`src/common/lwtf_pkg.sv`:
```
// shared constants and carriers for the wakeup timeout flags
package lwtf_pkg;
  localparam int unsigned LWTF_CLK_KHZ = 25000;
  localparam int unsigned LWTF_SHORT_MS = 150;
  localparam int unsigned LWTF_LONG_MS = 1500;
  localparam int unsigned LWTF_SHORT_CYC = LWTF_SHORT_MS * LWTF_CLK_KHZ;
  localparam int unsigned LWTF_LONG_CYC = LWTF_LONG_MS * LWTF_CLK_KHZ;
  localparam int unsigned LWTF_TW = 26;
  localparam int unsigned LWTF_WAKE_ROUND = 3;
  localparam int unsigned LWTF_VW = 5;
  // vector offsets, arbitrary values
  localparam logic [4:0] LWTF_VEC_SINGLE = 5'h06;
  localparam logic [4:0] LWTF_VEC_TRIPLE = 5'h07;
  localparam logic [2:0] LWTF_FLAGS_RST = 3'h0;
  localparam int unsigned LWTF_BIT_TRIPLE = 7;
  localparam int unsigned LWTF_BIT_SINGLE = 6;
  localparam int unsigned LWTF_BIT_RSVD = 5;

  // flag bits 7..5 of the flag register
  typedef struct packed {
    logic triple;
    logic single;
    logic rsvd;
  } lwtf_flags_t;

  typedef struct packed {
    logic rd;
    logic [LWTF_VW-1:0] ofs;
  } lwtf_vec_t;

  typedef enum logic [1:0] {
    LWTF_IDLE = 2'h0,
    LWTF_SHORT = 2'h1,
    LWTF_LONG = 2'h3
  } lwtf_state_t;
endpackage : lwtf_pkg

```
`src/hw/lwtf_timer.sv`:
```
// down counter that pulses once when a loaded interval runs out
`timescale 1ns/1ps
module lwtf_timer
  import lwtf_pkg::*;
(
  input wire logic clk,
  input wire logic sys_rst,
  input wire logic load,
  input wire logic stop,
  input wire logic [LWTF_TW-1:0] load_val,
  output logic expire_r,
  output logic busy_r
);
  logic [LWTF_TW-1:0] cnt_r;

  always_ff @(posedge clk) begin
    if (sys_rst || stop) begin
      cnt_r <= '0;
      busy_r <= 1'b0;
      expire_r <= 1'b0;
    end else if (load) begin
      cnt_r <= load_val;
      busy_r <= 1'b1;
      expire_r <= 1'b0;
    end else if (busy_r) begin
      cnt_r <= cnt_r - 1'b1;
      // pulse lands exactly load_val cycles after the load
      busy_r <= (cnt_r != LWTF_TW'(1));
      expire_r <= (cnt_r == LWTF_TW'(1));
    end else begin
      expire_r <= 1'b0;
    end
  end
endmodule : lwtf_timer

```
`src/hw/lwtf_flags.sv`:
```
// wakeup timeout flags of the lin controller, bits 7..5
// Operation
// - in lin mode, set single flag when no break follows a sent wakeup
// - wait at least 150 ms after a wakeup before allowing another, unless a break, reset or leaving lin mode ends the round first
// - vector read returning the single flag's offset clears that flag
// - module reset bit, soft reset and system reset clear the flag
// - writing one to bit 7 or bit 6 clears it; zero does nothing
// - bit 5 reads zero, writes ignored
// - in lin mode, set triple flag 1.5 s after three unanswered wakeups
`timescale 1ns/1ps
module lwtf_flags
  import lwtf_pkg::*;
#(
  parameter int unsigned SHORT_CYC = LWTF_SHORT_CYC,
  parameter int unsigned LONG_CYC = LWTF_LONG_CYC
)(
  input wire logic clk,
  input wire logic sys_rst,
  input wire logic lin_mode,
  input wire logic module_reset,
  input wire logic soft_reset_n,
  input wire logic wake_sent,
  input wire logic break_rx,
  input wire logic flag_wr,
  input wire lwtf_flags_t flag_wdata,
  input wire lwtf_vec_t vec,
  output lwtf_flags_t flags_r,
  output logic wake_allowed_r
);
  function automatic logic clr_hit(input logic wr, input logic wbit,
                                   input lwtf_vec_t v,
                                   input logic [LWTF_VW-1:0] ofs);
    clr_hit = (wr && wbit) || (v.rd && v.ofs == ofs);
  endfunction : clr_hit

  lwtf_state_t state_r;
  lwtf_state_t state_nxt;
  logic [1:0] wake_cnt_r;
  logic blk_rst;
  logic abort;
  logic wake_acc;
  logic tmr_load;
  logic [LWTF_TW-1:0] tmr_val;
  logic tmr_exp;
  logic tmr_busy;
  logic set_single;
  logic set_triple;
  logic clr_single;
  logic clr_triple;

  assign blk_rst = module_reset || !soft_reset_n;
  // a break or leaving lin mode ends the wakeup round
  assign abort = blk_rst || break_rx || !lin_mode;
  assign wake_acc = wake_sent && wake_allowed_r && lin_mode &&
                    state_r == LWTF_IDLE && !break_rx && !blk_rst;

  always_comb begin
    state_nxt = state_r;
    tmr_load = 1'b0;
    tmr_val = LWTF_TW'(SHORT_CYC);
    set_single = 1'b0;
    set_triple = 1'b0;
    case (state_r)
      LWTF_IDLE: begin
        if (wake_acc) begin
          state_nxt = LWTF_SHORT;
          tmr_load = 1'b1;
        end
      end
      LWTF_SHORT: begin
        if (tmr_exp) begin
          set_single = 1'b1;
          if (wake_cnt_r == 2'(LWTF_WAKE_ROUND)) begin
            state_nxt = LWTF_LONG;
            tmr_load = 1'b1;
            tmr_val = LWTF_TW'(LONG_CYC);
          end else begin
            state_nxt = LWTF_IDLE;
          end
        end
      end
      LWTF_LONG: begin
        if (tmr_exp) begin
          set_triple = 1'b1;
          state_nxt = LWTF_IDLE;
        end
      end
      default: state_nxt = LWTF_IDLE;
    endcase
    if (abort) begin
      state_nxt = LWTF_IDLE;
      tmr_load = 1'b0;
      set_single = 1'b0;
      set_triple = 1'b0;
    end
  end

  always_ff @(posedge clk) begin
    if (sys_rst) begin
      state_r <= LWTF_IDLE;
    end else begin
      state_r <= state_nxt;
    end
  end

  always_ff @(posedge clk) begin
    if (sys_rst || abort) begin
      wake_cnt_r <= 2'h0;
    end else if (wake_acc) begin
      wake_cnt_r <= wake_cnt_r + 2'h1;
    end else if (set_triple) begin
      wake_cnt_r <= 2'h0;
    end
  end

  // next wakeup only once the timer has gone quiet again
  always_ff @(posedge clk) begin
    if (sys_rst) begin
      wake_allowed_r <= 1'b1;
    end else begin
      wake_allowed_r <= state_nxt == LWTF_IDLE &&
                        !(wake_cnt_r == 2'(LWTF_WAKE_ROUND) &&
                          !abort && !set_triple);
    end
  end

  lwtf_timer u_timer (
    .clk(clk),
    .sys_rst(sys_rst),
    .load(tmr_load),
    .stop(abort),
    .load_val(tmr_val),
    .expire_r(tmr_exp),
    .busy_r(tmr_busy)
  );

  assign clr_single = blk_rst ||
    clr_hit(flag_wr, flag_wdata.single, vec, LWTF_VEC_SINGLE);
  assign clr_triple = blk_rst ||
    clr_hit(flag_wr, flag_wdata.triple, vec, LWTF_VEC_TRIPLE);

  // clear is checked first so it wins over a same-cycle set
  always_ff @(posedge clk) begin
    if (sys_rst) begin
      flags_r <= LWTF_FLAGS_RST;
    end else begin
      flags_r.rsvd <= 1'b0;
      if (clr_single) begin
        flags_r.single <= 1'b0;
      end else if (set_single) begin
        flags_r.single <= 1'b1;
      end
      if (clr_triple) begin
        flags_r.triple <= 1'b0;
      end else if (set_triple) begin
        flags_r.triple <= 1'b1;
      end
    end
  end

  logic [LWTF_TW-1:0] since_r;
  logic first_r;
  always_ff @(posedge clk) begin
    if (sys_rst) begin
      since_r <= '0;
      first_r <= 1'b1;
    end else if (wake_acc) begin
      since_r <= '0;
      first_r <= 1'b0;
    end else if (since_r != '1) begin
      since_r <= since_r + 1'b1;
    end
  end
endmodule : lwtf_flags

```
`config.mk`:
```
export PLATFORM = sky130hd
export DESIGN_NAME = lwtf_flags
export DESIGN_NICKNAME = d
export VERILOG_FILES = /design/src/common/lwtf_pkg.sv /design/src/hw/lwtf_timer.sv /design/src/hw/lwtf_flags.sv
export SDC_FILE = /design/constraint.sdc
export NUM_CORES = 1
export LEC_CHECK = 0
export ABC_AREA = 1
export BUFFER_PORTS_ARGS = -buffer_cell sky130_fd_sc_hd__clkbuf_2
export CAP_MARGIN = 0
export CORE_UTILIZATION = 28
export CTS_CLUSTER_DIAMETER = 150
export DETAILED_ROUTE_END_ITERATION = 10
export PLACE_DENSITY_LB_ADDON = 0.25
export SLEW_MARGIN = 20
export SYNTH_ARGS = -nofsm -noshare
export SYNTH_HDL_FRONTEND = slang
export SYNTH_HIERARCHICAL = 1
export SYNTH_SLANG_ARGS = --single-unit
```
`constraint.sdc`:
```
create_clock -name clk -period 2.15 [get_ports clk]
set_input_delay 0.1075 -clock clk [delete_from_list [all_inputs] [get_ports clk]]
set_output_delay 0.1075 -clock clk [all_outputs]
set_load 0.02 [all_outputs]
```
==> impl.org, run 1 <==
** Critical path
- Startpoint types :: flip-flop
- Data on the critical path arrives at its endpoint at 2.16 ns.
- The worst setup path is captured at a flip-flop.
- Startpoint-to-endpoint class of the critical path :: reg -> reg
- Critical Path Fanout Max :: 29
- Crit path required time :: 2.34 ns

** Cells and area
- Finished Layout Cells :: 483
- Ratio of cells with drive above 1 in the final layout :: 0.1575
- Relative to the synthesized area, the layout overhead comes to 16.42%.
- Filler cell count in the final layout :: 883
- The repair_antennas step left the layout with diodes totalling 0.
- Summing all multi-input logic gate instances after layout gives 1500 um^2.
- Final standard cell utilization of the core :: 0.3414
- Net total in the final layout :: 401
- Total area of sequential cells :: 700.7 um^2

** Hold path
- Worst hold path class :: in -> reg

** Routing
- The detailed router placed 2191 vias in this run.
- Drt initial violations :: 136
- Detailed-route DRC error count :: 0
- The count of nets left with antenna violations once routing finished came out at 0.
- Wires add up to 5.486 mm.
- Number of iterations in the first detailed-routing pass :: 4
- Dividing the detail-routed wire length by the instance count gives 11.36 um.
- Via density per instance :: 4.536

** Global routing
- The initial antenna violation count is 0.
- Maximum number of pins on one net before global-route repair :: 30
- Overflow left after global routing :: 0
- The first global-routing pass estimated 9.114 mm of wire.
- In the global route stage, overall resource usage came out at 0.1346.
- The number of global-route vias before repair came to 1935.

** STA
- The worst pin sits at a relative slew slack of 0.5481.
- Unrepaired setup endpoints after global routing :: false
- Timing would allow up to 508.5 MHz.
- In the final timing run, aggregate negative setup slack is 0 ns.
- On the final layout, the worst clock skew is 0.01081 ns.
- Tightest Pin Transition :: 0.6763 ns
- Final hold analysis gives a worst-case slack of 0.05399 ns.
- The final hold violation count came to 0.
- Final-report setup violation count :: 0
- Period utilization :: 0.9146
- Fin. max-slew vios :: 0
- Counting I/O delays and the setup requirement, the final critical path takes 1.966 ns.

** CTS
- Root Buffer Master :: sky130_fd_sc_hd__clkbuf_8
- Clock tree buffer depth :: 2
- TritonCTS created 5 clock buffers.
- Clock-pin transition on the worst setup and hold timing paths :: 0.07 ns
- For this design, the CTS-stage hold fixing added 0 buffers.
- Number of resized instances in the post-cts repair step :: 0
- The clock drives 35 sinks.
- CTS built an H-tree with a depth of 2.
- Clock insertion delay at the later pin of the skew report :: 0.29 ns
- TritonCTS built the clock tree.
- Once the clock tree was built, the setup fixing pass inserted 0 buffers.

** Logic synthesis
- Sequential share of the synthesized area :: 0.3045
- Top area cells in the synthesized netlist :: sky130_fd_sc_hd__dfxtp_1 (30%), sky130_fd_sc_hd__nand2_1 (15%), sky130_fd_sc_hd__nor2_1 (6.4%)
- Average cell area after synthesis :: 6.728 um^2
- Number of library cell types mapped by synthesis :: 35
- Synthesis-stage register bit count :: 35
- The mapped netlist covers 2301 um^2.
- Synthesis handed over a netlist of 342 instances.
- Number of warnings printed during yosys synthesis :: 6
- Library cell occupying the most area in the post-synthesis netlist :: sky130_fd_sc_hd__dfxtp_1
- Share of the synthesized area in the top cell type :: 0.3045

** Floorplanning
- Measured along the x axis, the die boundary spans 92.65 um.
- The floorplan step set the die height to 92.65 um.
- After floorplanning, the core was sized to cover 7848 um^2.
- For this configuration, the core starts out at a cell density of 0.2932.
- Die outline area :: 8584 um^2
- During I/O placement, the number of pins put on the boundary was 21.
- The floorplan has 32 rows.

** Run
- The tool flagged a number of max-cap violations equal to 0.

** Pwr
- Cell area power density :: 445.3 nW/um^2
- Summed over all cells, the static leakage comes to 1.202 nW.
- Worst ir drop on vdd :: 0.0001813 V

** Status
- Run status :: completed

** Placed design
- Port-buffer cells :: 18
- In this run, placement finished with an instance count of 476.
- HPWL after detailed placement :: 3.908 mm
- The congestion estimate from routability-driven global placement came to 0.7917.
state kept, by name (all words and copies together), names as in the netlist:
register,count
u_timer/busy_r,1
u_timer/expire_r,1
flags_r,2
wake_allowed_r,1
wake_cnt_r,2
state_r,2
u_timer/cnt_r,26
layout make-up:
cell class	count	area share
Clock buffer	6	0.03083
Clock inverter	1	0.001868
Inverter	36	0.05044
Multi-Input combinational cell	280	0.5600
Sequential cell	35	0.2616
Tap cell	102	0.04764
Timing Repair Buffer	23	0.04764
path summary, 6_finish.rpt:
| check | startpoint | end | slack [ns] | depth (start not counted) |
|---|---|---|---|---|
| setup / recovery | u_timer/expire_r | u_timer/cnt_r[0] | 0.18 | 10 |
| hold reg to reg | wake_cnt_r[1] | wake_cnt_r[1] | 0.49 | 2 |
| hold / removal | sys_rst | state_r[0] | 0.05 | 2 |
| setup reg to reg | u_timer/expire_r | u_timer/cnt_r[0] | 0.18 | 10 |
cells in the mapped netlist, drive strengths merged:
library cell / count
a31oi: 7
and3b: 1
xnor2: 7
o21bai: 2
nand2: 99
conb: 2
xor2: 6
a22oi: 18
nand3: 19
clkinv: 1
ha: 3
o21ai: 5
clkbuf: 5
nand4: 13
inv: 35
nor2: 52
dfxtp: 35
a21oi: 21
nor3: 4
buf: 5
nand3b: 1
nor4: 1
placed cells by master, fill, tap and decap left out, types with 2 or more instances in the layout:
cell and n:
sky130_fd_sc_hd__clkbuf_8 6, sky130_fd_sc_hd__nor2_2 6, sky130_fd_sc_hd__a22oi_1 18, sky130_fd_sc_hd__nand2_2 5, sky130_fd_sc_hd__nand2_4 3, sky130_fd_sc_hd__nand4_1 13
sky130_fd_sc_hd__clkbuf_2 18, sky130_fd_sc_hd__nor2_8 2, sky130_fd_sc_hd__a31oi_1 7, sky130_fd_sc_hd__ha_1 3, sky130_fd_sc_hd__conb_1 21, sky130_fd_sc_hd__inv_1 33
sky130_fd_sc_hd__nand3_1 17, sky130_fd_sc_hd__buf_4 5, sky130_fd_sc_hd__xnor2_1 7, sky130_fd_sc_hd__nor2_4 5, sky130_fd_sc_hd__dfxtp_1 35, sky130_fd_sc_hd__nand2_1 91
sky130_fd_sc_hd__xor2_1 6, sky130_fd_sc_hd__o21ai_0 5, sky130_fd_sc_hd__inv_2 2, sky130_fd_sc_hd__nor3_1 3, sky130_fd_sc_hd__nor2_1 39, sky130_fd_sc_hd__a21oi_2 2
sky130_fd_sc_hd__a21oi_1 19
layer usage:
layer  vias up  part of all wire  track usage
li1       1173                 -            -
met1       989              0.50       0.1900
met3         2             0.031      0.01478
met2        27              0.46       0.2062
met5         -                 0            0
met4         0            0.0069      0.05769
cells by family after synthesis:
kind of cell               after synthesis  synth area share
and+or+nand+nor                        190            0.4040
AOI/OAI and AO/OA                       53            0.1441
buffers and inverters                   46           0.07830
DFF                                     35            0.3045
xor gates and xnor gates                13           0.04948
adders and majority gates                3           0.01631
other                                    2          0.003264
worst max-delay path, stage by stage, from the launching register on:
cell                      delay, ns
sky130_fd_sc_hd__dfxtp_1       0.36
sky130_fd_sc_hd__inv_1         0.07
sky130_fd_sc_hd__nor3_2        0.20
sky130_fd_sc_hd__nand2_1       0.12
sky130_fd_sc_hd__a21oi_2       0.22
sky130_fd_sc_hd__buf_4         0.35
sky130_fd_sc_hd__nor2_1        0.12
sky130_fd_sc_hd__inv_1         0.13
sky130_fd_sc_hd__o21ai_0       0.08
sky130_fd_sc_hd__o21ai_0       0.15
sky130_fd_sc_hd__inv_1         0.05
through the flow:
| step | setup WS [ns] | total power, mW | cell area [um^2] |
|---|---|---|---|
| 3_3_place_gp | 0.08672 | 0.7059 | 2586 |
| 6_report | 0.1836 | 1.193 | 2679 |
| 2_1_floorplan | 0.3289 | 0.6888 | 2372 |
| 4_1_cts | 0.002718 | 1.216 | 2674 |
| 5_1_grt | 0.01063 | 1.253 | 2679 |
| 3_5_place_dp | 0.02462 | 0.7064 | 2586 |
power by group:
part	switching (mW)	internal (mW)
Combinational	0.0268	0.0165
Sequential	0.0000836	0.648
Clock	0.250	0.252
Total	0.277	0.916
No activity file was read; power rests on OpenSTA's default activity.
==> run 2, diff against run 1 <==
--- a/config.mk
+++ b/config.mk
@@ -19 +19,2 @@
 export SYNTH_SLANG_ARGS = --single-unit
+export TNS_END_PERCENT = 50
==> constraint.sdc (replaced) <==
create_clock -name clk -period 2.15 [get_ports clk]
set_input_delay 0.215 -clock clk [delete_from_list [all_inputs] [get_ports clk]]
set_output_delay 0.215 -clock clk [all_outputs]
set_load 0.02 [all_outputs]
==> run 2 against run 1 <==
Net effect: design area rose by 0.84%; first-iteration DRC count fell by 36%; register-to-register slack improved by 0.13 ns; total power rose by 2.8%; via count did not move; sequential share of layout area fell by 0.22 points; largest cell class unchanged; sequential cell count did not move; setup slack improved by 0.13 ns; highest routed layer unchanged; clock skew fell by 0.0067 ns.
==> impl.org, run 2 (same netlist as run 1, synthesis figures left out) <==
** Global routing
- The number of global-route vias before repair came to 2055 (+6.2%).
- The initial antenna violation count came to 0 (unchanged).
- The total congestion overflow was 0 (unchanged).
- GR Util All Layers :: 0.1403 (+0.005686)
- The first-pass GRT wire length is 9.563 mm (+4.9%).
- The maximum number of pins on one net before global-route repair came to 27 (-10%).

** Hold path
- Hold Path Stages :: 2 (unchanged)
- Worst hold path class :: in -> reg

** Placed design
- Port-buffer cells :: 18 (unchanged)
- The post-place instance area was 2599 um^2 (+0.48%).
- Final weighted congestion in routability-driven placement :: 0.7922 (about the same)
- HPWL after detailed placement :: 4.123 mm (+5.5%)

** Floorplanning
- The chip height came to 92.65 um (unchanged).
- Horizontal extent of the die :: 92.65 um (unchanged)
- The number of placement rows was 32 (unchanged).
- Top-level port count :: 21 (unchanged)
- The starting density of the core was 0.2932 (unchanged).
- The core outline area came to 7848 um^2 (unchanged).
- Die outline area :: 8584 um^2 (unchanged)

** CTS
- The insertion delay of the later-clocked pin in the worst-skew pair is 0.29 ns (about the same).
- Clock buffers created by TritonCTS :: 5 (unchanged)
- The number of clock sinks came to 35 (unchanged).
- The maximum number of buffers from clock root to sink came to 2 (unchanged).
- The post-CTS repair timing setup buffer count came to 0 (unchanged).
- Clock-pin transition on the worst setup and hold timing paths :: 0.07 ns (about the same)
- TritonCTS built the clock tree.
- The H-tree depth was 2 (unchanged).
- Root Buffer Master :: sky130_fd_sc_hd__clkbuf_8

** STA
- The worst hold-check slack came to 0.1612 ns (+0.1072 ns).
- Setup repair after global routing left no endpoint under its margin.
- Final period demand of the worst path :: 1.839 ns (-0.1271 ns)
- The part of the cycle the worst path needs came to 0.8555 (-0.05913).
- Tightest Pin Transition :: 0.6559 ns (-0.02042 ns)
- Final-report setup violation count :: 0 (unchanged)
- Slew HR :: 0.5617 (+0.01364)
- Max Fclk :: 543.7 MHz (+6.9%)
- The clock skew after layout was 0.004092 ns (-0.006718 ns).
- The number of max-slew violations in the final report was 0 (unchanged).
- TNS Setup :: 0 ns (unchanged)
- Count of final hold-check violations :: 0 (unchanged)

** Critical path
- The largest individual stage delay along the critical path comes from the cell sky130_fd_sc_hd__nor2_2.
- The delay of the slowest cell on the worst path is 0.43 ns (+0.07 ns).
- Cell Chain, Critical Path :: ha_1 -> nand2_1 -> a21oi_2 -> nor2_2 -> inv_1 -> a21oi_1 -> o21ai_0 -> a31oi_1
- The worst setup path is launched from a flip-flop.
- By startpoint and endpoint, the worst setup path is classified as reg -> reg.
- The endpoint required time on the critical path was 2.37 ns (+0.03 ns).
- The data arrival time at the worst-slack endpoint came to 2.06 ns (-0.10 ns).
- The minimum setup slack among reg-to-reg paths is 0.31 ns (+0.13 ns).
- Critical Path Fanout Max :: 11 (-62%)
- Element type at the critical path end :: flip-flop
- The number of cell instances on the worst register-to-register path is 8 (-2).

** Routing
- The sum of routed wire length over all layers is 5.572 mm (+1.6%).
- Number of iterations in the first detailed-routing pass :: 4 (unchanged)
- The initial detailed-routing violation count is 87 (-36%).
- The via density per instance was 4.518 (-0.41%).
- The total via count after detailed routing was 2191 (unchanged).
- Drt wl/cell :: 11.49 um (+1.1%)
- Detailed-route DRC error count :: 0 (unchanged)
- The antenna violation net count after detailed routing is 0 (unchanged).

** Cells and area
- The antenna cell count is 0 (unchanged).
- Most frequent standard cell in the layout excluding fill and tap cells :: sky130_fd_sc_hd__nand2_1
- The share of layout cells above drive strength 1 is 0.1619 (+0.004400).
- The number of inserted filler cells in the final layout is 878 (-0.57%).
- The final cell area excluding filler cells came to 2701 um^2 (+0.84%).
- The flip-flop count of the largest register after layout was 26 (unchanged).
- Net total in the final layout :: 402 (+0.25%)
- The final standard cell utilization of the core came to 0.3442 (+0.002870).
- Total area of sequential cells :: 700.7 um^2 (unchanged)
- Register with the most flip-flops :: u_timer/cnt_r
- Area growth syn-to-layout :: 17.40%
- Multi-input logic area :: 1503 um^2 (+0.17%)
- Most used cells in the layout excluding fill and tap cells :: sky130_fd_sc_hd__nand2_1 (91), sky130_fd_sc_hd__nor2_1 (38), sky130_fd_sc_hd__dfxtp_1 (35), sky130_fd_sc_hd__inv_1 (33), sky130_fd_sc_hd__conb_1 (21)

** Pwr
- Worst ir drop on vdd :: 0.0001760 V (-2.9%)
- Cell area power density :: 454.0 nW/um^2 (+2.0%)
- Static leakage :: 1.212 nW (+0.78%)

** Run
- The total of max-cap violations came to 0 (unchanged).

** Status
- The run finished with clean final reports.
-- run 2: cell types whose count changed in the layout (fill, tap and decap cells not counted) --
cell | previous run | this run
sky130_fd_sc_hd__clkbuf_8 | 6 | 7
sky130_fd_sc_hd__buf_4 | 5 | 6
sky130_fd_sc_hd__clkinv_2 | 1 | 0
sky130_fd_sc_hd__clkbuf_1 | 0 | 1
sky130_fd_sc_hd__nor2_1 | 39 | 38
sky130_fd_sc_hd__nor2_2 | 6 | 7
-- run 2: final cells by class --
| type | instances | share of cell area |
|---|---|---|
| clock buffers | 8 | 0.03705 |
| well taps | 102 | 0.04724 |
| flip-flops and latches | 35 | 0.2594 |
| multi-input cells | 280 | 0.5563 |
| repair buffers | 24 | 0.05002 |
| inverters | 36 | 0.05002 |
-- run 2: timing repair --
action / 4_1_cts / 5_1_grt
endpoints found under the setup margin: 0 / 18
hold buffers: 0 / 0
hold endpoints to repair: 0 / 0
resized for setup: 0 / 1
-- run 2: worst max-delay path, delay by kind of cell (launching register included) --
kind / cells / cell delay (ns)
buffers and inverters: 1 / 0.19
adder cells (fa/ha/maj): 1 / 0.23
AO/OA/AOI/OAI: 4 / 0.47
flip-flops: 1 / 0.33
AND/OR/NAND/NOR: 2 / 0.54
-- run 2: report_power, final --
part,switching (mW),internal [mW]
clock network,0.242,0.293
registers,0.0000813,0.648
logic,0.0268,0.0166
total,0.269,0.957
-- run 2: final timing paths --
path | startpoint | endpoint
setup / recovery | wake_cnt_r[0] | u_timer/cnt_r[3]
hold / removal | sys_rst | state_r[0]
setup reg to reg | wake_cnt_r[0] | u_timer/cnt_r[3]
hold reg to reg | wake_cnt_r[1] | wake_cnt_r[1]
-- run 2: per-layer routing --
metal,wire length (um),global-route usage,vias up
li1,-,-,1182
met1,2818,0.1859,989
met2,2614,0.2296,18
met3,100,0.02463,2
met4,38,0.04615,0
met5,0,0,-
-- run 2: metrics by stage --
stage	power, mW	instances	setup slack [ns]
after floorplan	0.6888	361	0.3289
after global placement	0.7060	477	0.01611
after detailed placement	0.7063	477	0.03648
after CTS	1.249	485	0.01134
after global routing	1.285	485	0.02891
final	1.226	485	0.3107
==> run 3, diff against run 2 <==
CORE_UTILIZATION = 63   (was 28)
SYNTH_HIERARCHICAL = not set   (was 1)
clock period = 2.2 ns   (was 2.15 ns; I/O delays follow)
==> run 3 against run 2 <==
Net effect: utilization up 39 points; design area down 15%; critical path depth up 1.
==> impl.org, run 3 <==
** Status
- The run finished with clean final reports.

** CTS
- Root Buffer Master :: sky130_fd_sc_hd__clkbuf_4
- TritonCTS built the clock tree.
- CTS Hold Buffers Added :: 0 (unchanged)
- The count of instances resized after the clock tree is built is 0 (unchanged).
- The post-CTS repair timing setup buffer count is 0 (unchanged).
- Number of clock sinks seen by CTS :: 35 (unchanged)
- The maximum number of buffers from clock root to sink came to 2 (unchanged).
- The insertion delay of the later-clocked pin in the worst-skew pair came to 0.35 ns (+0.06 ns).
- Clock buffers created by TritonCTS :: 5 (unchanged)
- Clock-pin transition on the worst setup and hold timing paths :: 0.10 ns (+0.03 ns)
- Number of H-tree levels :: 2 (unchanged)

** Critical path
- The critical path in this run is classified as reg -> reg.
- Crit path required time :: 2.44 ns (+0.07 ns)
- The largest fanout of any net on the critical path came to 6 (-5).
- R2r setup slk :: 0.57 ns (+0.26 ns)
- Startpoint types :: flip-flop
- STA classifies the critical path endpoint as a flip-flop.
- The data arrival time at the worst-slack endpoint was 1.88 ns (-0.18 ns).

** Routing
- Detailed-route DRC error count :: 0 (unchanged)
- Via density per instance :: 5.310 (+18%)
- Drt initial violations :: 117 (+34%)
- The sum of routed wire length over all layers came to 4.452 mm (-20%).
- The antenna violation net count after detailed routing was 0 (unchanged).
- Number of iterations in the first detailed-routing pass :: 4 (unchanged)
- The average wire per cell in the routed design was 11.81 um (+2.8%).
- Total number of vias :: 2002 (-8.6%)

** Logic synthesis
- The fraction of registers with async set or reset after synthesis came to 0 (unchanged).
- Number of flops mapped to enable cells by yosys :: 0 (unchanged)
- Top area cells in the synthesized netlist :: sky130_fd_sc_hd__dfxtp_1 (33%), sky130_fd_sc_hd__nand2_1 (11%), sky130_fd_sc_hd__nor2_1 (7.9%)
- The synthesized area per cell was 6.894 um^2 (+2.5%).
- Cell types with the highest counts after synthesis :: sky130_fd_sc_hd__nand2_1 (62), sky130_fd_sc_hd__nor2_1 (45), sky130_fd_sc_hd__inv_1 (42), sky130_fd_sc_hd__dfxtp_1 (35), sky130_fd_sc_hd__a21oi_1 (18)
- The proportion of netlist area held by the largest area contributor is 0.3279 (+0.02336).
- Number of library cell types mapped by synthesis :: 37 (+5.7%)
- Number of warnings printed during yosys synthesis :: 0 (-6)
- sky130_fd_sc_hd__dfxtp_1 takes more of the synthesized area than any other cell.
- Count of mapped cells out of synthesis :: 310 (-9.4%)
- sky130_fd_sc_hd__nand2_1 is the most common cell in the netlist.
- The total standard cell area after synthesis was 2137 um^2 (-7.1%).
- Mapped Nets :: 330
- Synthesis-stage register bit count :: 35 (unchanged)
- In the synthesized netlist the dominant register cell turns out to be sky130_fd_sc_hd__dfxtp_1.
- The sequential element share of the synthesized area was 0.3279 (+0.02336).

** Cells and area
- Most frequent standard cell in the layout excluding fill and tap cells :: sky130_fd_sc_hd__nand2_1
- Total area of sequential cells :: 700.7 um^2 (unchanged)
- The area used by multi-input combinational logic came to 1229 um^2 (-18%).
- The number of inserted filler cells in the final layout is 276 (-69%).
- The antenna cell count came to 0 (unchanged).
- Finished Layout Cells :: 377 (-22%)
- The final cell area excluding filler cells was 2308 um^2 (-15%).
- Net total in the final layout :: 352 (-12%)
- The share of layout cells above drive strength 1 is 0.1952 (+0.03332).
- Area growth syn-to-layout :: 8.021%
- Register with the most flip-flops :: u_timer.cnt_r
- The flip-flop count of the largest register after layout came to 26 (unchanged).
- Most used cells in the layout excluding fill and tap cells :: sky130_fd_sc_hd__nand2_1 (62), sky130_fd_sc_hd__nor2_1 (45), sky130_fd_sc_hd__inv_1 (42), sky130_fd_sc_hd__dfxtp_1 (35)

** Placed design
- The global placer's final weighted congestion is 0.8928 (+13%).
- Number of instances in the placed design :: 369 (-23%)
- HPWL after detailed placement :: 3.358 mm (-19%)
- Port-buffer cells :: 18 (unchanged)
- The post-place instance area was 2258 um^2 (-13%).

** STA
- Setup repair after global routing left no endpoint under its margin.
- The part of the cycle the worst path needs came to 0.7426 (-0.1129).
- The final hold violation count came to 0 (unchanged).
- Fin. max-slew vios :: 0 (unchanged)
- Max Fclk :: 612.1 MHz (+13%)
- Worst clock skew :: 0.01167 ns (+0.007577 ns)
- Final-report setup violation count :: 0 (unchanged)
- TNS Setup :: 0 ns (unchanged)
- Final period demand of the worst path :: 1.634 ns (-0.2056 ns)

** Global routing
- Wire length of the first global-routing pass :: 7.417 mm (-22%)
- GR Util All Layers :: 0.2799 (+0.1396)
- Number of global-route vias before repair :: 1723 (-16%)
- The initial antenna violation count is 0 (unchanged).
- The maximum number of pins on one net before global-route repair came to 16 (-41%).
- The total congestion overflow was 0 (unchanged).

** Pwr
- Static leakage :: 1.117 nW (-7.8%)
- The power per unit of standard cell area was 440.4 nW/um^2 (-3.0%).
- The worst-case vdd ir drop was 0.0003106 V (+76%).
- The overall power consumption came to 1.017 mW (-17%).

** Run
- The total of max-cap violations was 0 (unchanged).

** Floorplanning
- Horizontal extent of the die :: 60.24 um (-35%)
- The number of top-level pins came to 21 (unchanged).
- The die area is 3629 um^2 (-58%).
- The core outline area came to 3128 um^2 (-60%).
- The starting density of the core is 0.6832 (+0.3900).
- Std-Cell Rows :: 20 (-38%)
- Die Y-Extent :: 60.24 um (-35%)

** Hold path
- The tightest min-delay check is of the in -> reg type.
-- run 3: cell types whose count changed in the layout (fill, tap and decap cells not counted), moves of 5 or more --
| cell | previous run | this run |
|---|---|---|
| sky130_fd_sc_hd__o21ai_1 | 0 | 5 |
| sky130_fd_sc_hd__clkbuf_8 | 7 | 0 |
| sky130_fd_sc_hd__clkbuf_4 | 0 | 5 |
| sky130_fd_sc_hd__conb_1 | 21 | 1 |
| sky130_fd_sc_hd__xnor2_1 | 7 | 0 |
| sky130_fd_sc_hd__a22oi_1 | 18 | 0 |
| sky130_fd_sc_hd__nand4_1 | 13 | 8 |
| sky130_fd_sc_hd__nor2_1 | 38 | 45 |
| sky130_fd_sc_hd__buf_4 | 6 | 1 |
| sky130_fd_sc_hd__inv_1 | 33 | 42 |
| sky130_fd_sc_hd__nand2_1 | 91 | 62 |
-- run 3: report_power, final --
part,switching (mW),internal [mW]
combinational,0.0306,0.0199
clock,0.208,0.124
sequential,0.000356,0.633
total,0.239,0.778
-- run 3: critical path: stages, from the launching register on --
cell	delay [ns]
sky130_fd_sc_hd__dfxtp_1	0.37
sky130_fd_sc_hd__inv_1	0.14
sky130_fd_sc_hd__ha_1	0.25
sky130_fd_sc_hd__nand2_4	0.10
sky130_fd_sc_hd__nor2_8	0.17
sky130_fd_sc_hd__nand4_1	0.16
sky130_fd_sc_hd__nor2_1	0.18
sky130_fd_sc_hd__nand2_1	0.06
sky130_fd_sc_hd__nand2_1	0.05
sky130_fd_sc_hd__nor2_1	0.03
-- run 3: layer usage --
metal	share of wire	GRT usage	vias to the layer above
li1	-	-	1035
met1	0.43	0.3544	895
met2	0.47	0.4443	61
met3	0.073	0.06710	11
met4	0.023	0.1296	0
met5	0	0	-
-- run 3: cell type report --
| cell class | count | share of cell area |
|---|---|---|
| tap | 44 | 0.02385 |
| multi-input combinational | 224 | 0.5323 |
| sequential | 35 | 0.3035 |
| inverter | 47 | 0.07642 |
| timing repair buffer | 19 | 0.04228 |
| clock buffer | 7 | 0.01951 |
| clock inverter | 1 | 0.002168 |
-- run 3: logic make-up (layout without fill, tap and decap cells) --
kind of cell / Yosys count / after routing / share of synthesized area
AND/OR/NAND/NOR: 177 / 177 / 0.4362
buffers and inverters: 51 / 74 / 0.09719
AO/OA/AOI/OAI: 39 / 39 / 0.1030
flip-flops: 35 / 35 / 0.3279
XOR/XNOR: 4 / 4 / 0.01639
adder cells (fa/ha/maj): 3 / 3 / 0.01757
other: 1 / 1 / 0.001755
-- run 3: final timing paths --
kind               startpoint                end  depth (start not counted)
max          u_timer.cnt_r[0]  u_timer.cnt_r[22]                          9
min                   sys_rst         state_r[0]                          2
max reg2reg  u_timer.cnt_r[0]  u_timer.cnt_r[22]                          9
min reg2reg     wake_cnt_r[1]      wake_cnt_r[1]                          2
-- run 3: through the flow --
stage | utilization | hold slack (ns) | setup WS [ns]
after floorplan | - | 0.3099 | 0.8049
after global placement | 0.7220 | 0.4553 | 0.6272
after detailed placement | 0.7220 | 0.4636 | 0.6170
after CTS | 0.7380 | 0.09968 | 0.5922
after global routing | 0.7380 | 0.1008 | 0.4237
final | 0.7380 | 0.1046 | 0.5663
